--- config.mk ---
export PLATFORM = sky130hd
export DESIGN_NAME = hof_core
export DESIGN_NICKNAME = d
export VERILOG_FILES = /design/src/rtl/hof_pkg.sv /design/src/rtl/hof_sync.sv /design/src/rtl/hof_core.sv
export SDC_FILE = /design/constraint.sdc
export NUM_CORES = 1
export LEC_CHECK = 0
export ABC_AREA = 0
export ABC_CLOCK_PERIOD_IN_PS = 3100
export BUFFER_PORTS_ARGS = -buffer_cell sky130_fd_sc_hd__buf_2
export CAP_MARGIN = 0
export CORE_MARGIN = 10
export CORE_UTILIZATION = 25
export DETAILED_ROUTE_END_ITERATION = 10
export GPL_TIMING_DRIVEN = 0
export PLACE_DENSITY = 0.45
export SLEW_MARGIN = 20
export SYNTH_ARGS = -nofsm -noshare
export SYNTH_HDL_FRONTEND = slang
export SYNTH_SLANG_ARGS = --single-unit
--- constraint.sdc ---
create_clock -name clk_sys -period 3.1 [get_ports clk_sys]
set_input_delay 0.62 -clock clk_sys [delete_from_list [all_inputs] [get_ports clk_sys]]
set_output_delay 0.62 -clock clk_sys [all_outputs]
set_load 0.01 [all_outputs]
--- src/rtl/hof_pkg.sv ---
// Package of constants and types for the hardware option fuse block.
package hof_pkg;

  // ************************************************************
  // APB register map.
  // ************************************************************
  localparam logic [7:0] HOF_ADDR_FUSE = 8'h00;
  localparam logic [7:0] HOF_ADDR_STAT = 8'h04;
  localparam logic [7:0] HOF_ADDR_WDT = 8'h08;
  localparam logic [7:0] HOF_ADDR_IAP = 8'h0C;
  localparam logic [7:0] HOF_ADDR_CODE = 8'h10;

  // ************************************************************
  // Flash layout.
  // ************************************************************
  localparam logic [13:0] HOF_FLASH_END = 14'h3FFF;
  localparam logic [13:0] HOF_ISP_BASE = 14'h2200;
  localparam logic [13:0] HOF_ISP_STEP = 14'h0200;
  localparam logic [3:0] HOF_ISP_NONE = 4'h0;
  localparam logic [3:0] HOF_ISP_MAX = 4'hF;
  localparam logic [3:0] HOF_ISP_DEFAULT = 4'hD;
  localparam logic [7:0] HOF_LOCK_BYTE = 8'hFF;
  localparam logic [3:0] HOF_IAP_DEFAULT = 4'h2;

  // ************************************************************
  // Brown-out threshold codes and watchdog control fields.
  // ************************************************************
  localparam logic [1:0] HOF_BOD_2V0 = 2'h0;
  localparam logic [1:0] HOF_BOD_2V4 = 2'h1;
  localparam logic [1:0] HOF_BOD_3V7 = 2'h2;
  localparam logic [1:0] HOF_BOD_4V2 = 2'h3;
  localparam logic [7:0] HOF_WDT_PROT_MASK = 8'hCF;
  localparam logic [1:0] HOF_SAMPLE_CYCLES = 2'h3;

  // Fuse word as delivered by the programming path; 1 means enabled.
  typedef struct packed {
    logic lock;
    logic [3:0] isp_size;
    logic boot_isp_on_powerup_fuse;
    logic boot_isp_on_any_reset_fuse;
    logic [3:0] iap_size;
    logic high_brownout_detector_level_select_hi;
    logic high_brownout_detector_level_select_lo;
    logic low_brownout_reset_fuse;
    logic high_brownout_reset_fuse;
    logic watchdog_reset_enable_fuse;
    logic watchdog_nonstop_fuse;
    logic watchdog_auto_enable_fuse;
    logic watchdog_idle_run_fuse;
    logic watchdog_prescale_fuse_2;
    logic watchdog_prescale_fuse_1;
    logic watchdog_prescale_fuse_0;
    logic watchdog_write_protect_fuse;
  } hof_fuse_t;

  // Watchdog control register layout.
  typedef struct packed {
    logic watchdog_reset_enable_bit;
    logic watchdog_nonstop_bit;
    logic watchdog_enable_bit;
    logic watchdog_overflow_flag;
    logic watchdog_idle_run_bit;
    logic watchdog_prescale_bit_2;
    logic watchdog_prescale_bit_1;
    logic watchdog_prescale_bit_0;
  } hof_watchdog_control_register_t;

  typedef enum logic [1:0] {
    HOF_ST_SAMPLE = 2'b00,
    HOF_ST_LOAD = 2'b01,
    HOF_ST_RUN = 2'b11
  } hof_state_t;

endpackage

--- src/rtl/hof_sync.sv ---
// Two-stage synchroniser for a bus of asynchronous levels.
`timescale 1ns/100ps
module hof_sync #(
  parameter int W = 1
) (
  // Clock and reset
  input wire logic clk_sys,
  input wire logic rst_b,
  // Data
  input wire logic [W-1:0] d,
  output logic [W-1:0] q
);

  logic [W-1:0] meta_reg;
  logic [W-1:0] meta_next;
  logic [W-1:0] q_next;

  always_comb begin
    meta_next = d;
    q_next = meta_reg;
  end

  always_ff @(posedge clk_sys) begin
    if (!rst_b) begin
      meta_reg <= '0;
      q <= '0;
    end else begin
      meta_reg <= meta_next;
      q <= q_next;
    end
  end

endmodule

--- src/rtl/hof_core.sv ---
// Hardware option fuse block: sampling, decode, boot and watchdog defaults.
`timescale 1ns/100ps
module hof_core
  import hof_pkg::*;
(
  // Clock and reset
  input wire logic clk_sys,
  input wire logic rst_b,
  // Reset causes
  input wire logic por_event,
  input wire logic sys_reset_event,
  // Fuse array and detectors
  input wire hof_fuse_t fuse_in,
  input wire logic low_brownout_detector_trip,
  input wire logic high_brownout_detector_trip,
  input wire logic wdt_overflow,
  // Programmer code read path
  input wire logic [7:0] code_raw,
  output logic [7:0] code_out,
  // Boot and reset outputs
  output logic cpu_hold,
  output logic boot_from_isp,
  output logic bod_reset_req,
  output logic [13:0] isp_start,
  output logic isp_present,
  output logic [1:0] high_brownout_detector_level,
  // APB
  input wire logic psel,
  input wire logic penable,
  input wire logic pwrite,
  input wire logic [7:0] paddr,
  input wire logic [31:0] pwdata,
  output logic [31:0] prdata,
  output logic pready,
  output logic pslverr
);

  // ************************************************************
  // Input synchronisation.
  // ************************************************************
  localparam int SW = $bits(hof_fuse_t) + 5;
  logic [SW-1:0] sync_q;
  hof_fuse_t fuse_s;
  logic por_s, rst_s, low_brownout_detector_s, high_brownout_detector_s, wdto_s;

  hof_sync #(.W(SW)) u_sync (
    .clk_sys(clk_sys),
    .rst_b(rst_b),
    .d({fuse_in, por_event, sys_reset_event, low_brownout_detector_trip, high_brownout_detector_trip,
        wdt_overflow}),
    .q(sync_q)
  );
  assign {fuse_s, por_s, rst_s, low_brownout_detector_s, high_brownout_detector_s, wdto_s} = sync_q;

  // ************************************************************
  // Sequencer and sampled fuses.
  // ************************************************************
  hof_state_t state_reg, state_next;
  hof_fuse_t fuse_reg, fuse_next;
  logic [1:0] cnt_reg, cnt_next;
  logic por_seen_reg, por_seen_next;
  logic cold_reg, cold_next;

  always_comb begin
    state_next = state_reg;
    fuse_next = fuse_reg;
    cnt_next = cnt_reg;
    por_seen_next = por_seen_reg;
    cold_next = cold_reg;
    if (por_s) begin
      state_next = HOF_ST_SAMPLE;
      cnt_next = '0;
      por_seen_next = 1'b1;
    end else if (rst_s) begin
      state_next = HOF_ST_LOAD;
      cold_next = 1'b0;
    end else begin
      unique case (state_reg)
        HOF_ST_SAMPLE: begin
          fuse_next = fuse_s;
          cnt_next = cnt_reg + 2'h1;
          if (cnt_reg == HOF_SAMPLE_CYCLES) begin
            state_next = HOF_ST_LOAD;
            cold_next = por_seen_reg;
            por_seen_next = 1'b0;
          end
        end
        HOF_ST_LOAD: state_next = HOF_ST_RUN;
        HOF_ST_RUN: state_next = HOF_ST_RUN;
      endcase
    end
  end

  always_ff @(posedge clk_sys) begin
    if (!rst_b) begin
      state_reg <= HOF_ST_SAMPLE;
      fuse_reg <= '0;
      cnt_reg <= '0;
      por_seen_reg <= 1'b1;
      cold_reg <= 1'b0;
    end else begin
      state_reg <= state_next;
      fuse_reg <= fuse_next;
      cnt_reg <= cnt_next;
      por_seen_reg <= por_seen_next;
      cold_reg <= cold_next;
    end
  end

  // ************************************************************
  // Decode of sampled options.
  // ************************************************************
  logic isp_on;
  logic [13:0] isp_addr;
  logic [1:0] lvl;
  logic boot_isp;
  assign isp_on = (fuse_reg.isp_size != HOF_ISP_NONE);
  // Code 1 is 7.5K at 2200h; each step up adds 200h.
  assign isp_addr = isp_on ? 14'(HOF_ISP_BASE + HOF_ISP_STEP *
                    14'(fuse_reg.isp_size - 4'h1)) : HOF_FLASH_END;
  always_comb begin
    unique case ({fuse_reg.high_brownout_detector_level_select_hi,
                  fuse_reg.high_brownout_detector_level_select_lo})
      2'b11: lvl = HOF_BOD_2V0;
      2'b10: lvl = HOF_BOD_2V4;
      2'b01: lvl = HOF_BOD_3V7;
      default: lvl = HOF_BOD_4V2;
    endcase
  end
  assign boot_isp = isp_on && ((fuse_reg.boot_isp_on_any_reset_fuse) ||
                    (fuse_reg.boot_isp_on_powerup_fuse && cold_reg));

  // ************************************************************
  // Watchdog control and IAP boundary registers.
  // ************************************************************
  hof_watchdog_control_register_t wdt_reg, wdt_next, wdt_load;
  logic [3:0] iap_reg, iap_next;
  logic wr_acc;
  assign wr_acc = psel && penable && pwrite;

  always_comb begin
    wdt_load = '0;
    wdt_load.watchdog_reset_enable_bit = fuse_reg.watchdog_reset_enable_fuse;
    wdt_load.watchdog_nonstop_bit = fuse_reg.watchdog_nonstop_fuse;
    if (fuse_reg.watchdog_auto_enable_fuse) begin
      wdt_load.watchdog_enable_bit = 1'b1;
      wdt_load.watchdog_idle_run_bit = fuse_reg.watchdog_idle_run_fuse;
      wdt_load.watchdog_prescale_bit_2 = fuse_reg.watchdog_prescale_fuse_2;
      wdt_load.watchdog_prescale_bit_1 = fuse_reg.watchdog_prescale_fuse_1;
      wdt_load.watchdog_prescale_bit_0 = fuse_reg.watchdog_prescale_fuse_0;
    end
  end

  always_comb begin
    wdt_next = wdt_reg;
    iap_next = iap_reg;
    if (state_reg == HOF_ST_LOAD) begin
      wdt_next = wdt_load;
      iap_next = fuse_reg.iap_size;
    end else if (state_reg == HOF_ST_RUN) begin
      if (wr_acc && paddr == HOF_ADDR_WDT) begin
        if (fuse_reg.watchdog_write_protect_fuse) begin
          wdt_next = (wdt_reg & HOF_WDT_PROT_MASK) |
                     (pwdata[7:0] & ~HOF_WDT_PROT_MASK);
        end else begin
          wdt_next = pwdata[7:0];
        end
        // Flag is write-one-to-clear; a new overflow still wins.
        wdt_next.watchdog_overflow_flag = wdt_reg.watchdog_overflow_flag &
                                          ~pwdata[4];
      end
      if (wr_acc && paddr == HOF_ADDR_IAP) begin
        iap_next = pwdata[3:0];
      end
      if (wdto_s) begin
        wdt_next.watchdog_overflow_flag = 1'b1;
      end
    end
  end

  always_ff @(posedge clk_sys) begin
    if (!rst_b) begin
      wdt_reg <= '0;
      iap_reg <= HOF_IAP_DEFAULT;
    end else begin
      wdt_reg <= wdt_next;
      iap_reg <= iap_next;
    end
  end

  // ************************************************************
  // Registered outputs.
  // ************************************************************
  logic [7:0] code_next;
  logic bodr_next, hold_next;
  logic [31:0] prdata_next;
  logic pready_next, pslverr_next, rd_sel;
  assign hold_next = (state_next != HOF_ST_RUN);
  assign code_next = fuse_reg.lock ? HOF_LOCK_BYTE : code_raw;
  assign bodr_next = (state_reg == HOF_ST_RUN) &&
                     ((low_brownout_detector_s && fuse_reg.low_brownout_reset_fuse) ||
                      (high_brownout_detector_s && fuse_reg.high_brownout_reset_fuse));
  assign rd_sel = psel && !penable;

  always_comb begin
    prdata_next = '0;
    pslverr_next = 1'b0;
    unique case (paddr)
      HOF_ADDR_FUSE: prdata_next = 32'(fuse_reg);
      HOF_ADDR_STAT: prdata_next = {16'h0000, 2'(state_reg), lvl,
                                    cold_reg, boot_isp, isp_on, 9'h000};
      HOF_ADDR_WDT: prdata_next = {24'h000000, wdt_reg};
      HOF_ADDR_IAP: prdata_next = {28'h0000000, iap_reg};
      HOF_ADDR_CODE: prdata_next = {24'h000000, code_out};
      default: pslverr_next = 1'b1;
    endcase
    if (!rd_sel || pwrite) begin
      prdata_next = '0;
    end
    // Fuse word is read-only: writing it is answered with an error.
    if (rd_sel && pwrite && paddr == HOF_ADDR_FUSE) begin
      pslverr_next = 1'b1;
    end
    if (!rd_sel) begin
      pslverr_next = 1'b0;
    end
  end
  assign pready_next = rd_sel;

  always_ff @(posedge clk_sys) begin
    if (!rst_b) begin
      code_out <= HOF_LOCK_BYTE;
      cpu_hold <= 1'b1;
      boot_from_isp <= 1'b0;
      bod_reset_req <= 1'b0;
      isp_start <= HOF_FLASH_END;
      isp_present <= 1'b0;
      high_brownout_detector_level <= HOF_BOD_4V2;
      prdata <= '0;
      pready <= 1'b0;
      pslverr <= 1'b0;
    end else begin
      code_out <= code_next;
      cpu_hold <= hold_next;
      boot_from_isp <= boot_isp;
      bod_reset_req <= bodr_next;
      isp_start <= isp_addr;
      isp_present <= isp_on;
      high_brownout_detector_level <= lvl;
      prdata <= prdata_next;
      pready <= pready_next;
      pslverr <= pslverr_next;
    end
  end

  // ************************************************************
  // Checks.
  // ************************************************************
  property p_lock_ff;
    @(posedge clk_sys) disable iff (!rst_b)
      fuse_reg.lock |=> code_out == HOF_LOCK_BYTE;
  endproperty
  a_lock_ff: assert property (p_lock_ff) else $error("lock not 0xFF");

  property p_isp_addr;
    @(posedge clk_sys) disable iff (!rst_b)
      (fuse_reg.isp_size == HOF_ISP_MAX) |=> isp_start == 14'h3E00;
  endproperty
  a_isp_addr: assert property (p_isp_addr) else $error("isp start");

  property p_no_isp_boot;
    @(posedge clk_sys) disable iff (!rst_b)
      !isp_on |=> !boot_from_isp;
  endproperty
  a_no_isp_boot: assert property (p_no_isp_boot) else $error("boot");

  property p_any_reset;
    @(posedge clk_sys) disable iff (!rst_b)
      (isp_on && fuse_reg.boot_isp_on_any_reset_fuse) |=> boot_from_isp;
  endproperty
  a_any_reset: assert property (p_any_reset) else $error("anyreset");

  property p_bod_off;
    @(posedge clk_sys) disable iff (!rst_b)
      !fuse_reg.low_brownout_reset_fuse && !fuse_reg.high_brownout_reset_fuse
      |=> !bod_reset_req;
  endproperty
  a_bod_off: assert property (p_bod_off) else $error("bod reset");

  property p_high_brownout_detector_on;
    @(posedge clk_sys) disable iff (!rst_b)
      (state_reg == HOF_ST_RUN && high_brownout_detector_s &&
       fuse_reg.high_brownout_reset_fuse) |=> bod_reset_req;
  endproperty
  a_high_brownout_detector_on: assert property (p_high_brownout_detector_on) else $error("high_brownout_detector reset");

  property p_wdt_load;
    @(posedge clk_sys) disable iff (!rst_b)
      (state_reg == HOF_ST_LOAD && !por_s && !rst_s) |=>
      wdt_reg.watchdog_reset_enable_bit ==
        $past(fuse_reg.watchdog_reset_enable_fuse) &&
      wdt_reg.watchdog_enable_bit ==
        $past(fuse_reg.watchdog_auto_enable_fuse);
  endproperty
  a_wdt_load: assert property (p_wdt_load) else $error("wdt load");

  property p_wp;
    @(posedge clk_sys) disable iff (!rst_b)
      (state_reg == HOF_ST_RUN && fuse_reg.watchdog_write_protect_fuse &&
       !por_s && !rst_s) |=> $stable(wdt_reg & HOF_WDT_PROT_MASK);
  endproperty
  a_wp: assert property (p_wp) else $error("wdt protect");

  property p_hold;
    @(posedge clk_sys) disable iff (!rst_b)
      (state_reg == HOF_ST_SAMPLE) |=> cpu_hold;
  endproperty
  a_hold: assert property (p_hold) else $error("cpu hold");

endmodule

==> run metrics <==
fin area=6590 µm²; WL final=13500 µm; Max Transition Viols Final=0; Root Buffer=clkbuf_16; DRT antenna net count=0; residual DRC count=0; Initial Util=25.3%; Routed WL per cell=14.5 µm; most common cell after layout, fill and taps aside=dfxtp_1; Clock Sinks=142; DR pass1 iterations=4; worst-path cell chain=buf_2 -> or4_4 -> buf_6 -> nor2_1 -> nand3_1 -> clkbuf_1 -> nor2_1; via/cell ratio=4.03; vias=3749; highest clock rate=436 MHz; post-cts sizing count=0; most frequent CP cell=nor2_1; # rows=52; Post-CTS Hold Buffers=0; Crit path arrival time=2630 ps; #FFs+latches synth=142; setup TNS=0 ps; HP Class=in2reg; die height=163 µm; most frequent cells in the layout=dfxtp_1, buf_2, nand2_1; P&R area growth vs syn=29.6%; GR Util All Layers=10.4%; FF-to-FF setup slack=1020 ps; Ports=143; critical path's slowest cell=or4_4; Final #Nets=733; CP delay by family, top=simple AND/OR/NAND/NOR gates; die area=26400 µm²; Netlist cell types=43; WS Path Type=in2reg; CP max stage delay=530 ps; Max Buffers Root-to-Sink=2; worst reg2reg path startpoint=state_reg[0]; initial drt markers=155; Max FO, Critical Path=10; Final Hold Fails=0; CORE AREA=20100 µm²; I/O Buffers=108; Syn. warnings=0; min-delay src=code_raw[7]; largest net degree at the start of global routing=17; Die Wd=163 µm; share of cells above drive strength 1=25.8%; TritonCTS Buffers=17; setup violators final=0; fin crit share=74.0%; crit path launch=paddr[7]; async set-or-reset flop fraction in the synthesized netlist=0%; worst relative slew slack=46.4%; Worst-Margin Slew=803 ps; type of origin of the critical path=input port; vias in the first global route=3910; hpwl dp=10500 µm; max-cap violations=0; critical path capture point type=flip-flop; placed inst area=5990 µm²; area of the mapped netlist=5080 µm²; final hold slack=387 ps; outcome=finished clean; Worst Slack Setup Final=805 ps; Worst-Skew Late Latency=420 ps; Worst Path Required=3440 ps; P_leak=2.71 nW; maximum vdd drop=0.000229 V; crit path time final=2300 ps; H-tree Lvls=4; EDFF count, synth=0; Setup Buffers After CTS=0; gpl congestion=0.788; P per Cell Area=647 nW/µm²; global-route wire length before repair=21300 µm; register area share after synthesis=55.9%; antenna violations before repair=0; Avg Cell Area, Syn=9.89 µm²; clk_skew=8.50 ps; TritonCTS clock tree=yes; CP bufs+invs=3; RSZ-0062 raised after global routing=false; cells after synthesis=514; CTS clock-pin slew for the worst setup and hold paths=60 ps; global route total overflow=0; ys flop type=dfxtp_1; Place WS=395 ps
[stage by stage]
stage	cells	util, %	power (mW)
after floorplan	522	-	2.18
after global placement	900	29.8	2.30
after detailed placement	900	29.8	2.31
after CTS	930	32.7	4.33
after global routing	930	32.7	4.44
final	931	32.8	4.26
[cell usage after synthesis, types with 3 or more instances]
library cell	number	area [µm²]
clkbuf_1	20	75.1
nand3b_1	6	45.0
and2_1	68	425
a22oi_1	7	52.6
nor2_1	27	101
inv_1	8	30.0
a21oi_1	13	65.1
dfxtp_1	142	2840
nor2b_1	5	31.3
mux2i_1	16	160
a21boi_0	24	180
mux2_2	4	45.0
nand2_1	80	300
nor3_1	6	30.0
a32oi_1	4	35.0
buf_4	17	128
ha_1	3	37.5
a21o_1	5	37.5
o21ai_0	10	50.1
xnor2_1	4	35.0
nand2b_1	15	93.8
o211a_1	3	30.0
[where the power goes]
part | switching, mW | internal (mW)
clock network | 0.730 | 1.27
registers | 0.0379 | 1.90
logic | 0.179 | 0.146
total | 0.947 | 3.32
[final timing paths]
path,to,depth (start not counted)
max reg2reg,wdt_reg[1],5
max,prdata[10],7
min,code_out[7],2
min reg2reg,u_sync.q[4],1
[cells by family after synthesis]
group | after synthesis | share of synthesized area, %
AOI/OAI and AO/OA | 74 | 10.6
xor gates and xnor gates | 4 | 0.689
adders and majority gates | 3 | 0.739
buffers and inverters | 47 | 5.02
DFF | 142 | 55.9
muxes | 20 | 4.04
other | 1 | 0.0738
and+or+nand+nor | 223 | 22.9
[routing by layer]
layer  GRT usage, %  part of all wire [%]  vias up
met2           16.6                    45      109
met4           4.63                   1.9        0
met1           12.0                    45     1678
met5              0                     0        -
li1               -                     -     1948
met3           4.37                   8.3       14
[final cells by class]
type	count	area, µm²
multi-input cells	333	2020
well taps	270	338
inverters	8	30.0
clock buffers	19	443
clock inverters	11	144
diodes	1	2.50
flip-flops and latches	142	2840
plain buffers	39	225
fillers	2100	13500
repair buffers	108	541
Power figures use the tool's default switching activity.
